<file path="config.mk">
export PLATFORM = sky130hd
export DESIGN_NAME = ivm_vector_map
export DESIGN_NICKNAME = d
export VERILOG_FILES = /design/src/rtl/ivm_pkg.sv /design/src/rtl/ivm_sync.sv /design/src/rtl/ivm_edge.sv /design/src/rtl/ivm_vector_map.sv
export SDC_FILE = /design/constraint.sdc
export NUM_CORES = 1
export LEC_CHECK = 0
export BUFFER_PORTS_ARGS = -buffer_cell sky130_fd_sc_hd__buf_4
export CORE_MARGIN = 5
export CORE_UTILIZATION = 41
export CTS_CLUSTER_DIAMETER = 60
export DETAILED_ROUTE_END_ITERATION = 16
export HOLD_SLACK_MARGIN = 0.1
export PLACE_DENSITY = 0.84
export RECOVER_POWER = 25
export SETUP_SLACK_MARGIN = 0.4
export SYNTH_ARGS = -nofsm -noshare
export SYNTH_HDL_FRONTEND = slang
export SYNTH_HIERARCHICAL = 1
export SYNTH_SLANG_ARGS = --single-unit
export TNS_END_PERCENT = 30
</file>
<file path="constraint.sdc">
create_clock -name clk_sys -period 1.3 [get_ports clk_sys]
set_input_delay 0.26 -clock clk_sys [delete_from_list [all_inputs] [get_ports clk_sys]]
set_output_delay 0.26 -clock clk_sys [all_outputs]
set_load 0.1 [all_outputs]
</file>
<file path="src/rtl/ivm_pkg.sv">
// Constants, vector layout and lookup functions for the interrupt vector map block
// ----------------------------------------------------------------------------
// ----------------------------------------------------------------------------
package ivm_pkg;
   // ----------------------------------------------------------------------------
   // Line numbering
   // ----------------------------------------------------------------------------
   localparam int IVM_EXT_LINE_COUNT = 11;
   localparam int IVM_LINE_IDX = 12;
   localparam int IVM_PIN_LINES = 8;
   localparam int IVM_LINE_ADC = 8;
   localparam int IVM_LINE_USART = 9;
   localparam int IVM_LINE_I2C = 10;
   localparam int IVM_LINE_WAKE_TMR = 11;
   localparam int IVM_INT_LINES = 3;
   // ----------------------------------------------------------------------------
   // Interrupt positions
   // ----------------------------------------------------------------------------
   localparam int IVM_POSITIONS = 32;
   localparam int IVM_POS_WIN_WDOG = 0;
   localparam int IVM_POS_WAKE_TMR = 2;
   localparam int IVM_POS_FLASH = 3;
   localparam int IVM_POS_CLKRST = 4;
   localparam int IVM_POS_PIN0 = 5;
   localparam int IVM_POS_PIN5 = 10;
   localparam int IVM_POS_TBRK = 11;
   localparam int IVM_POS_ADC = 12;
   localparam int IVM_POS_TUP = 13;
   localparam int IVM_POS_TCC = 14;
   localparam int IVM_POS_GTIM = 15;
   localparam int IVM_POS_BTIM = 17;
   localparam int IVM_POS_PIN6 = 21;
   localparam int IVM_POS_PIN7 = 22;
   localparam int IVM_POS_I2C = 23;
   localparam int IVM_POS_SPI = 25;
   localparam int IVM_POS_USART = 27;
   localparam logic [31:0] IVM_USED_POS = 32'h0AE2_FFFD;
   // ----------------------------------------------------------------------------
   // Exception numbers, vectors and listed levels
   // ----------------------------------------------------------------------------
   localparam logic [5:0] IVM_EXC_RESET = 6'h01;
   localparam logic [5:0] IVM_EXC_NMI = 6'h02;
   localparam logic [5:0] IVM_EXC_HARD = 6'h03;
   localparam logic [5:0] IVM_EXC_SVC = 6'h0B;
   localparam logic [5:0] IVM_EXC_PEND_SVC = 6'h0E;
   localparam logic [5:0] IVM_EXC_SYS_TICK = 6'h0F;
   localparam logic [5:0] IVM_EXC_IRQ_BASE = 6'h10;
   localparam logic [5:0] IVM_IRQ_RANK_OFS = 6'h09;
   localparam logic [31:0] IVM_VEC_RESET = 32'h0000_0004;
   localparam logic [31:0] IVM_VEC_SVC = 32'h0000_002C;
   localparam logic [31:0] IVM_VEC_PEND_SVC = 32'h0000_0038;
   localparam logic [31:0] IVM_VEC_WAKE_TMR = 32'h0000_0048;
   localparam logic [31:0] IVM_VEC_PIN0 = 32'h0000_0054;
   localparam logic [31:0] IVM_VEC_PIN6 = 32'h0000_0094;
   localparam logic [7:0] IVM_RANK_RESET = 8'hFD;
   localparam logic [7:0] IVM_RANK_NMI = 8'hFE;
   localparam logic [7:0] IVM_RANK_HARD = 8'hFF;
   localparam logic [7:0] IVM_RANK_SVC = 8'h03;
   localparam logic [7:0] IVM_RANK_PEND_SVC = 8'h05;
   localparam logic [7:0] IVM_RANK_SYS_TICK = 8'h06;
   // ----------------------------------------------------------------------------
   // Reset values
   // ----------------------------------------------------------------------------
   localparam logic [31:0] IVM_RST_IRQ = 32'h0000_0000;
   localparam logic [7:0] IVM_RST_PEND = 8'h00;
   localparam logic [2:0] IVM_RST_CAP = 3'h0;
   localparam logic [31:0] IVM_RST_VEC = 32'h0000_0000;
   localparam logic [7:0] IVM_RST_RANK = 8'h00;

   // Table entries are one word each, so the byte address is four per number
   function automatic logic [31:0] ivm_vec_addr(input logic [5:0] num);
      ivm_vec_addr = {24'h00_0000, num, 2'b00};
   endfunction

   // Listed level, two's complement; reserved numbers read as zero
   function automatic logic [7:0] ivm_rank(input logic [5:0] num);
      logic [7:0] r;
      r = 8'h00;
      if (num == IVM_EXC_RESET) begin
         r = IVM_RANK_RESET;
      end else if (num == IVM_EXC_NMI) begin
         r = IVM_RANK_NMI;
      end else if (num == IVM_EXC_HARD) begin
         r = IVM_RANK_HARD;
      end else if (num == IVM_EXC_SVC) begin
         r = IVM_RANK_SVC;
      end else if (num == IVM_EXC_PEND_SVC) begin
         r = IVM_RANK_PEND_SVC;
      end else if (num == IVM_EXC_SYS_TICK) begin
         r = IVM_RANK_SYS_TICK;
      end else if (num >= IVM_EXC_IRQ_BASE) begin
         r = {2'b00, 6'(num - IVM_IRQ_RANK_OFS)};
      end
      ivm_rank = r;
   endfunction
endpackage

</file>
<file path="src/rtl/ivm_sync.sv">
// Two-stage synchroniser for asynchronous line inputs
`timescale 1ns/1ns
`default_nettype none
module ivm_sync #(
   parameter int W = 1
) (
   input wire logic clk_sys,
   input wire logic rst,
   input wire logic [W-1:0] async_in,
   output logic [W-1:0] sync_out
);
   logic [W-1:0] meta;
   logic [W-1:0] next_meta;
   logic [W-1:0] next_sync_out;

   always_comb begin
      next_meta = async_in;
      next_sync_out = meta;
   end

   // The first stage feeds only the second stage
   always_ff @(posedge clk_sys) begin
      if (rst) begin
         meta <= '0;
         sync_out <= '0;
      end else begin
         meta <= next_meta;
         sync_out <= next_sync_out;
      end
   end
endmodule
`default_nettype wire

</file>
<file path="src/rtl/ivm_edge.sv">
// Rising and falling edge detector on synchronised levels
`timescale 1ns/1ns
`default_nettype none
module ivm_edge #(
   parameter int W = 1
) (
   input wire logic clk_sys,
   input wire logic rst,
   input wire logic [W-1:0] level,
   output logic [W-1:0] rise,
   output logic [W-1:0] fall
);
   logic [W-1:0] prev;
   logic [W-1:0] next_prev;

   always_comb begin
      next_prev = level;
      rise = level & ~prev;
      fall = ~level & prev;
   end

   always_ff @(posedge clk_sys) begin
      if (rst) begin
         prev <= '0;
      end else begin
         prev <= next_prev;
      end
   end
endmodule
`default_nettype wire

</file>
<file path="src/rtl/ivm_vector_map.sv">
// Top: external line capture, interrupt position routing and vector lookup
`timescale 1ns/1ns
`default_nettype none
module ivm_vector_map (
   input wire logic clk_sys,
   input wire logic rst,
   input wire logic [7:0] pin_line,
   input wire logic [7:0] rising_edge_select,
   input wire logic [7:0] falling_edge_select,
   input wire logic [7:0] software_trigger,
   input wire logic [7:0] pending_clear,
   input wire logic [7:0] irq_mask,
   input wire logic [7:0] event_mask,
   input wire logic analog_watchdog_event,
   input wire logic usart_rx_wake,
   input wire logic i2c_wake,
   input wire logic auto_wakeup_request,
   input wire logic stop_mode,
   input wire logic window_watchdog_irq,
   input wire logic flash_irq,
   input wire logic clock_reset_ctrl_irq,
   input wire logic adv_timer_brake_irq,
   input wire logic adv_timer_update_irq,
   input wire logic adv_timer_capcomp_irq,
   input wire logic general_timer_irq,
   input wire logic basic_timer_irq,
   input wire logic adc_irq,
   input wire logic i2c_irq,
   input wire logic spi_irq,
   input wire logic usart_irq,
   input wire logic [5:0] vec_query_num,
   output logic [31:0] irq_request,
   output logic [7:0] pending_flag,
   output logic event_request,
   output logic wake_request,
   output logic [31:0] vec_addr_out,
   output logic vec_fixed,
   output logic [7:0] vec_rank
);
   import ivm_pkg::*;

   // ----------------------------------------------------------------------------
   // Line synchronisation and edge detection
   // ----------------------------------------------------------------------------
   logic [IVM_LINE_IDX-1:0] line_async;
   logic [IVM_LINE_IDX-1:0] line_sync;
   logic [IVM_LINE_IDX-1:0] line_rise;
   logic [IVM_LINE_IDX-1:0] line_fall;
   logic [2:0] int_cap;
   logic [31:0] next_irq_request;
   logic [7:0] next_pending_flag;
   logic [2:0] next_int_cap;
   logic next_event_request;
   logic next_wake_request;
   logic [31:0] next_vec_addr_out;
   logic next_vec_fixed;
   logic [7:0] next_vec_rank;
   logic [7:0] edge_hit;
   logic [2:0] int_rise;

   // Pins and internal event sources come from other domains
   assign line_async = {auto_wakeup_request, i2c_wake, usart_rx_wake,
                        analog_watchdog_event, pin_line};

   ivm_sync #(.W(IVM_LINE_IDX)) u_sync (
      .clk_sys(clk_sys),
      .rst(rst),
      .async_in(line_async),
      .sync_out(line_sync)
   );

   ivm_edge #(.W(IVM_LINE_IDX)) u_edge (
      .clk_sys(clk_sys),
      .rst(rst),
      .level(line_sync),
      .rise(line_rise),
      .fall(line_fall)
   );

   // ----------------------------------------------------------------------------
   // Pin lines and internal capture
   // ----------------------------------------------------------------------------
   always_comb begin
      edge_hit = (line_rise[7:0] & rising_edge_select)
               | (line_fall[7:0] & falling_edge_select)
               | software_trigger;
      // Set beats clear so an edge in the clearing cycle is kept
      next_pending_flag = (pending_flag & ~pending_clear) | edge_hit;
      // Internal lines: rising edge only, only while stopped, no flags of their own
      int_rise = line_rise[IVM_LINE_I2C:IVM_LINE_ADC];
      next_int_cap = stop_mode ? (int_cap | int_rise) : IVM_RST_CAP;
      next_event_request = (|(edge_hit & event_mask))
                         | (stop_mode & (|int_rise));
      next_wake_request = stop_mode & ((|(next_pending_flag & irq_mask))
                        | (|next_int_cap) | line_sync[IVM_LINE_WAKE_TMR]);
   end

   // ----------------------------------------------------------------------------
   // Position routing
   // ----------------------------------------------------------------------------
   always_comb begin
      next_irq_request = IVM_RST_IRQ;
      next_irq_request[IVM_POS_WIN_WDOG] = window_watchdog_irq;
      next_irq_request[IVM_POS_WAKE_TMR] = line_sync[IVM_LINE_WAKE_TMR];
      next_irq_request[IVM_POS_FLASH] = flash_irq;
      next_irq_request[IVM_POS_CLKRST] = clock_reset_ctrl_irq;
      next_irq_request[IVM_POS_PIN5:IVM_POS_PIN0] = pending_flag[5:0] & irq_mask[5:0];
      next_irq_request[IVM_POS_TBRK] = adv_timer_brake_irq;
      next_irq_request[IVM_POS_ADC] = adc_irq | int_cap[0];
      next_irq_request[IVM_POS_TUP] = adv_timer_update_irq;
      next_irq_request[IVM_POS_TCC] = adv_timer_capcomp_irq;
      next_irq_request[IVM_POS_GTIM] = general_timer_irq;
      next_irq_request[IVM_POS_BTIM] = basic_timer_irq;
      next_irq_request[IVM_POS_PIN6] = pending_flag[6] & irq_mask[6];
      next_irq_request[IVM_POS_PIN7] = pending_flag[7] & irq_mask[7];
      next_irq_request[IVM_POS_I2C] = i2c_irq | int_cap[2];
      next_irq_request[IVM_POS_SPI] = spi_irq;
      next_irq_request[IVM_POS_USART] = usart_irq | int_cap[1];
      // Unassigned positions are forced low even if a slice above is miswired
      next_irq_request = next_irq_request & IVM_USED_POS;
   end

   // ----------------------------------------------------------------------------
   // Vector lookup
   // ----------------------------------------------------------------------------
   always_comb begin
      next_vec_addr_out = ivm_vec_addr(vec_query_num);
      next_vec_rank = ivm_rank(vec_query_num);
      next_vec_fixed = (vec_query_num == IVM_EXC_RESET) || (vec_query_num == IVM_EXC_NMI)
                    || (vec_query_num == IVM_EXC_HARD);
   end

   always_ff @(posedge clk_sys) begin
      if (rst) begin
         irq_request <= IVM_RST_IRQ;
         pending_flag <= IVM_RST_PEND;
         int_cap <= IVM_RST_CAP;
         event_request <= 1'b0;
         wake_request <= 1'b0;
         vec_addr_out <= IVM_RST_VEC;
         vec_fixed <= 1'b0;
         vec_rank <= IVM_RST_RANK;
      end else begin
         irq_request <= next_irq_request;
         pending_flag <= next_pending_flag;
         int_cap <= next_int_cap;
         event_request <= next_event_request;
         wake_request <= next_wake_request;
         vec_addr_out <= next_vec_addr_out;
         vec_fixed <= next_vec_fixed;
         vec_rank <= next_vec_rank;
      end
   end
endmodule
`default_nettype wire

</file>
-- After elaboration in Yosys (flattened, before gate mapping)
Cells that the tools add are included.
- multiplexer cells: 8
- $add $sub $neg: 1
- magnitude comparators: 1
- reductions and logical operators: 7
- bitwise gates (word level): 25
- equal/unequal tests: 6
- operator list (cell ; count):
    $and 8x8->8 ; 6
    $mux 6 ; 4
    $mux 8 ; 3
    $or 8x8->8 ; 3
    $eq 6x4->1 const B ; 3
    $not 8->8 ; 2
    $reduce_or 8->1 ; 2
    $eq 6x2->1 const B ; 2
    $and 11x11->11 ; 1
    $not 11->11 ; 1
    $and 6x6->6 ; 1
    $eq 6x1->1 const B ; 1
    $ge 6x5->1 const B ; 1
    $or 1x1->1 ; 6
    $reduce_or 3->1 ; 2
    $sub 6x4->6 const B ; 1
    $and 1x1->1 ; 4
    $mux 3 ; 1
    $or 3x3->3 ; 1
    $logic_or 1x1->1 ; 2
    $reduce_or 2->1 ; 1
- register bits after elaboration: 121

-- Logic depth before layout (Yosys ltp)
Gate-level depths: netlist of run 1.
- word-level depth: 11
- gate-level depth with buffers: 6
- mapped depth without buffers: 6

-- Hierarchy
Netlist of run 1, hierarchy kept.
- modules (own cells, without submodules) (module ; times used ; area an instance (um^2) ; cells an instance):
    ivm_vector_map ; 1 ; 2103.3 ; 237
    ivm_sync ; 1 ; 693.2 ; 50
    ivm_edge ; 1 ; 516.7 ; 49

-- Worst setup path before layout of run 1
No wires, ideal clock.
- path kind: register -> register
- start point: register pending_flag[6]
- end point: register wake_request
- arrival time: 1.571 ns
- data required time: 1.226 ns
- slack: -0.345 ns
- buffers on the path: 0
- library setup time: 0.074 ns
- cell stages (with the launch flop): 5
- clock period less this slack: 1.645 ns
- cells stage by stage: dfxtp_1 nor2b_1 o21ai_0 and4_1 a31oi_1
- word-level cells in the longest chain between the ends: 7
- RTL lines (item ; RTL line ; RTL):
    start: declaration ; ivm_vector_map.sv:33 ; output logic [7:0] pending_flag,
    start signal: assignment ; ivm_vector_map.sv:145 ; pending_flag <= next_pending_flag;
    $and 8x8->8 ; ivm_vector_map.sv:88 ; next_pending_flag = (pending_flag & ~pending_clear) | edge_hit;
    $or 8x8->8 ; ivm_vector_map.sv:88 ;
    $and 8x8->8 ; ivm_vector_map.sv:94 ; next_wake_request = stop_mode & ((|(next_pending_flag & irq_mask))
    $reduce_or 8->1 ; ivm_vector_map.sv:94 ;
    $or 1x1->1 (2 in series) ; ivm_vector_map.sv:95 ; | (|next_int_cap) | line_sync[IVM_LINE_WAKE_TMR]);
    $and 1x1->1 ; ivm_vector_map.sv:94 ;
    end signal: assignment ; ivm_vector_map.sv:148 ; wake_request <= next_wake_request;
    end: declaration ; ivm_vector_map.sv:35 ; output logic wake_request,
No other way between the ends.
A chain may end at the register's enable or synchronous reset.

-- Worst setup path after layout of run 1
- start point: register u_sync.sync_out[7]
- end point: register wake_request
- elaborated cells on any way between the ends: 13
- those cells by class: 12 x bitwise; 1 x reduce/logical
- RTL lines (item ; RTL line ; RTL):
    start: declaration ; ivm_sync.sv:10 ; output logic [W-1:0] sync_out
    start signal: assignment ; ivm_sync.sv:28 ; sync_out <= next_sync_out;
    $and 11x11->11 ; ivm_edge.sv:18 ; rise = level & ~prev;
    via line_rise[7] ; ivm_vector_map.sv:47 ; logic [IVM_LINE_IDX-1:0] line_rise;
    $and 8x8->8 ; ivm_vector_map.sv:84 ; edge_hit = (line_rise[7:0] & rising_edge_select)
    $or 8x8->8 ; ivm_vector_map.sv:85 ; | (line_fall[7:0] & falling_edge_select)
    $or 8x8->8 ; ivm_vector_map.sv:86 ; | software_trigger;
    $or 8x8->8 ; ivm_vector_map.sv:88 ;
    $and 8x8->8 ; ivm_vector_map.sv:94 ;
    $reduce_or 8->1 ; ivm_vector_map.sv:94 ;
    $or 1x1->1 (2 in series) ; ivm_vector_map.sv:95 ;
    $and 1x1->1 ; ivm_vector_map.sv:94 ;
The timed path passes the listed nets, and every way through them passes these cells.

==> flow_summary_export.csv, run 1 <==
group,metric,value,unit
timing,finalMaxSlewViolations,0,
job,cap_violations,0,
cells_and_area,diodes,0,
timing,setup_viol,3,
die,io_pins,164,
cells_and_area,area_growth,68.3,%
placed_design,hpwl,6140,um
timing,setup_slack,-166,ps
die,design.die.area,9820,um2
cts,clk_latency,340,ps
worst_setup_path,crit_type,"flip-flop to flip-flop",
worst_setup_path,required,1530,ps
cts,cts_tree,"built",
power_and_ir_drop,p_leak,0.00239,uW
worst_setup_path,cp-end-kind,"flip-flop",
routing,finalWirelength,10500,um
routing,wl_per_cell,18.0,um
die,die_height,99.1,um
routing,drtIter0Drc,180,
cts,h-tree-depth,3,
global_routing,antenna_found_initial,0,
power_and_ir_drop,p_per_area,1190,nW/um2
die,start_util,0.421,
outcome,violations,"negative setup slack",
synthesis,synthCells,329,
timing,fmax,0.682,GHz
power_and_ir_drop,p_seq_frac,0.425,
placed_design,routabilityCongestion,0.820,
global_routing,grt_overflow,0,
worst_setup_path,worstPathMaxFanout,3,
cts,cts-root-buf,"clkbuf_8",
worst_setup_path,ff2ff_setup_slack,-170,ps
timing,timing.slew.headroom,0.587,
cts,cts_sinks,83,
cts,cts_made_buffers,9,
cells_and_area,layout-drive-gt1-share,0.584,
die,core_area,7730,um2
hold_path,hold_class,"primary input to flip-flop",
timing,setup_tns,-276,ps
timing,finalCritPeriodShare,1.13,
global_routing,grt_usage,0.198,
placed_design,numPortBuffers,126,
worst_setup_path,crit_family,"compound AO/OA/AOI/OAI gates",
routing,drcViolationCount,0,
synthesis,avgSynthCellArea,9.89,um2
timing,tightestPinTransition,619,ps
synthesis,synth_warnings,6,
timing,rsz0062_at_grt,"true",
power_and_ir_drop,pwr-share-clk,0.257,
timing,period_needed,1470,ps
power_and_ir_drop,vdd_ir_drop_max,0.000592,V
placed_design,dp_cells,560,
power_and_ir_drop,power.internal,4080,uW
routing,first_pass_iters,6,
outcome,status,"complete, but fails checks",
global_routing,grt_pass1_vias,2819,
worst_setup_path,start_kind,"flip-flop",
die,die_w,99.1,um
timing,skew,9.19,ps
routing,via_count,2745,
routing,postRouteAntennaNets,0,
worst_setup_path,r2r_cells,5,
worst_setup_path,path_cells,"nor2b_4 > a221oi_4 > nand2_1 > a221oi_2 > a31oi_1",
worst_setup_path,arrival,1690,ps
die,num_rows,32,
cts,path_clk_slew,90,ps
global_routing,grt_pass1_wl,15000,um
cells_and_area,final_cells,585,
routing,vias_per_cell,4.69,
synthesis,syn_area,3250,um2
cts,cts_buffer_depth,2,
cells_and_area,finalNetCount,563,
power_and_ir_drop,p_switching,2450,uW
global_routing,grt_start_max_net_pins,25,
worst_setup_path,cp.depth,5,
power_and_ir_drop,power_frac_comb,0.318,
timing,hold_viol_final,0,
hold_path,hold_depth,2,
power_and_ir_drop,netSwitchingFraction,0.375,
worst_setup_path,max_stage_delay,340,ps
worst_setup_path,path_buf_inv,0,
worst_setup_path,worst_path_max_delay_cell,"dfxtp_2",
## state kept, by name, indices dropped and copies added, names as in the netlist
name,flops
u_sync/sync_out,12
u_sync/meta,12
irq_request,21
pending_flag,8
event_request,1
vec_fixed,1
vec_addr_out,6
u_edge/prev,11
vec_rank,7
wake_request,1
int_cap,3
## final cells by class
type | instances | area, um2
clock buffer | 10 | 128
clock inverter | 6 | 51.3
fill | 517 | 2250
inverter | 7 | 57.6
multi-input combinational | 228 | 1600
sequential | 83 | 1750
tap | 102 | 128
timing repair buffer | 149 | 1760
## per-stage QoR
step	setup WS, ps	total power (uW)	instance area, um2	util	hold slack [ps]
finish	-166	6530	5480	0.709	130
floorplan	11.7	4150	3510	-	340
global route	-238	6780	5480	0.709	108
detailed placement	-183	4500	4370	0.565	423
CTS	-111	6450	5310	0.688	100
global placement	-167	4480	4370	0.565	417
## power groups by stage
stage | registers (uW) | clock network, uW | logic [uW]
after detailed placement | 2770 | 0 | 1740
after global routing | 2790 | 1850 | 2140
after CTS | 2760 | 1700 | 1990
after global placement | 2760 | 0 | 1720
after floorplan | 3310 | 0 | 837
final | 2780 | 1680 | 2080
## layout by cell type, fill, tap and decap left out, drive strengths merged, types with 2 or more instances in the layout
master	n
a31oi	3
buf	143
nor3	5
and2b	5
nor2	40
a221o	7
o2bb2ai	2
nand3	2
dlygate4sd3	4
conb	37
nand2b	6
a21oi	3
inv	7
a211oi	3
a221oi	3
dfxtp	83
o21ai	12
ha	4
clkinv	5
nand2	14
clkbuf	12
nor2b	71
## what timing repair did
action | CTS | global route
pin swaps | 35 | 41
resized for setup | 206 | 38
setup endpoints to repair | 64 | 64
endpoints found under the hold margin | 0 | 4
setup buffers | 3 | 2
hold buffers | 0 | 4
gates cloned | 0 | 0
## worst paths after layout
check / from / endpoint
max: u_sync/sync_out[7] / wake_request
min: pin_line[7] / u_sync/meta[7]
max reg2reg: u_sync/sync_out[7] / wake_request
min reg2reg: u_sync/meta[7] / u_sync/sync_out[7]
## per-layer routing
metal / vias to the layer above / global-route usage / wire, um
li1: 1293 / - / -
met1: 1271 / 0.196 / 3620
met2: 137 / 0.360 / 5730
met3: 44 / 0.0694 / 624
met4: 0 / 0.110 / 569
met5: - / 0 / 0
No activity file was read; power rests on OpenSTA's default activity.
==> run 2: changes to the inputs <==
- CORE_MARGIN: 5 -> 2
- REMOVE_ABC_BUFFERS: unset -> 1
==> run 2 against run 1 <==
  * The flow still finishes with violations (negative setup slack)
  * Setup slack got worse by 140 ps
  * Non-clock buffer count increased by 1
  * Critical path depth decreased by 1
  * Sequential share of layout area increased by 0.53 points
  * Fmax decreased by 8.5%
  * Highest routed layer unchanged
==> flow_summary_export.csv, run 2 (same netlist as run 1, synthesis figures left out) <==
group,metric,value,unit
power_and_ir_drop,pwr-share-clk,0.265,
worst_setup_path,worstPathMaxFanout,3,
die,die_height,93.1,um
timing,tightestPinTransition,834,ps
power_and_ir_drop,p_leak,0.00236,uW
timing,finalCritPeriodShare,1.23,
worst_setup_path,path_buf_inv,0,
cells_and_area,finalNetCount,564,
die,start_util,0.423,
cells_and_area,layout-drive-gt1-share,0.585,
routing,finalWirelength,8330,um
outcome,violations,"negative setup slack",
timing,timing.slew.headroom,0.444,
global_routing,grt_pass1_vias,2746,
cts,path_clk_slew,90,ps
cells_and_area,top_register,"irq_request",
worst_setup_path,cp-end-kind,"flip-flop",
worst_setup_path,path_cells,"nor2b_1 > a221o_1 > a222oi_1 > a31oi_1",
cells_and_area,fillCellCount,534,
placed_design,hpwl,5460,um
placed_design,routabilityCongestion,0.780,
placed_design,placed_cell_area,4270,um2
die,core_area,7690,um2
timing,hold_viol_final,0,
placed_design,dp_cells,565,
power_and_ir_drop,p_seq_frac,0.426,
global_routing,grt_start_max_net_pins,19,
global_routing,grt_overflow,0,
worst_setup_path,arrival,1820,ps
die,die_w,93.1,um
routing,drcViolationCount,0,
placed_design,numPortBuffers,126,
power_and_ir_drop,p_switching,2390,uW
power_and_ir_drop,power.internal,4110,uW
worst_setup_path,crit_type,"flip-flop to flip-flop",
timing,rsz0062_at_grt,"true",
power_and_ir_drop,power_frac_comb,0.309,
die,design.die.area,8660,um2
cells_and_area,area_growth,65.5,%
timing,fmax,0.624,GHz
cells_and_area,largest_reg_flops,21,
die,io_pins,164,
job,cap_violations,0,
cells_and_area,final_area,5380,um2
worst_setup_path,cp.depth,4,
cts,cts_tree,"built",
global_routing,grt_pass1_wl,12600,um
cells_and_area,final_cell_mix,"buf_4 (93), dfxtp_2 (51), buf_12 (47), nor2b_1 (38), conb_1 (37)",
cts,cts_sinks,83,
timing,skew,14.8,ps
power_and_ir_drop,power,6500,uW
cells_and_area,top_regs,"irq_request (21), u_sync/meta (12), u_sync/sync_out (12)",
worst_setup_path,r2r_cells,4,
power_and_ir_drop,netSwitchingFraction,0.368,
routing,wl_per_cell,14.2,um
worst_setup_path,start_kind,"flip-flop",
cts,cts-root-buf,"clkbuf_8",
worst_setup_path,crit_family,"compound AO/OA/AOI/OAI gates",
power_and_ir_drop,vdd_ir_drop_max,0.000695,V
routing,vias_per_cell,4.53,
worst_setup_path,worst_path_max_delay_cell,"a222oi_1",
timing,finalMaxSlewViolations,0,
timing,setup_viol,19,
timing,period_needed,1600,ps
global_routing,antenna_found_initial,0,
power_and_ir_drop,p_per_area,1210,nW/um2
worst_setup_path,required,1520,ps
global_routing,grt_usage,0.186,
cells_and_area,final_common_cell,"buf_4",
routing,postRouteAntennaNets,0,
worst_setup_path,max_stage_delay,540,ps
cts,h-tree-depth,3,
routing,via_count,2652,
hold_path,hold_depth,2,
cts,clk_latency,350,ps
routing,first_pass_iters,6,
cts,cts_buffer_depth,2,
cells_and_area,final_cells,586,
die,num_rows,32,
timing,setup_slack,-301,ps
timing,setup_tns,-1540,ps
routing,drtIter0Drc,48,
hold_path,hold_class,"primary input to flip-flop",
cells_and_area,diodes,0,
placed_design,pre_cts_ws,-379,ps
outcome,status,"complete, but fails checks",
cts,cts_made_buffers,9,
-- run 2: changes by cell type in the layout (fill, tap and decap cells not counted), sizes merged --
cell / before / now
clkinv: 5 / 2
dlygate4sd3: 4 / 1
inv: 7 / 9
clkinvlp: 1 / 2
clkbuf: 12 / 14
buf: 143 / 145
-- run 2: final timing paths --
check | from | endpoint | slack (ps)
max | u_sync/sync_out[6] | event_request | -300
min | general_timer_irq | irq_request[15] | 120
max reg2reg | u_sync/sync_out[6] | event_request | -300
min reg2reg | u_sync/meta[9] | u_sync/sync_out[9] | 440
-- run 2: metrics by stage --
step,hold WS [ps],util
floorplan,324,-
global placement,419,0.556
detailed placement,420,0.556
CTS,100,0.680
global route,99.4,0.700
finish,116,0.700
-- run 2: layout make-up --
type                            count  area, um2  area share
Sequential cell                    83       1750       0.325
Inverter                            7       41.3     0.00767
Clock inverter                      6       46.3     0.00860
Clock buffer                       10        138      0.0256
Tap cell                          102        128      0.0237
Multi-Input combinational cell    228       1560       0.289
Timing Repair Buffer              150       1730       0.321
-- run 2: per-layer routing --
layer,part of all wire,up-vias,track usage
met3,0.051,24,0.0548
met2,0.59,89,0.357
met4,0.036,0,0.0870
li1,-,1295,-
met5,0,-,0
met1,0.32,1244,0.179
-- run 2: what timing repair did --
item / in CTS / in global routing
buffers inserted: 3 / 1
resized for setup: 221 / 47
setup endpoints to repair: 64 / 64
pin swaps: 30 / 29
hold endpoints to repair: 1 / 0
hold buffers: 1 / 0
-- run 2: power by group through the flow --
stage               clock, uW  sequential (uW)  combinational, uW
floorplan                   0             3320                683
global placement            0             2770               1690
detailed placement          0             2770               1710
CTS                      1770             2770               1940
global route             1910             2790               2080
finish                   1720             2770               2010
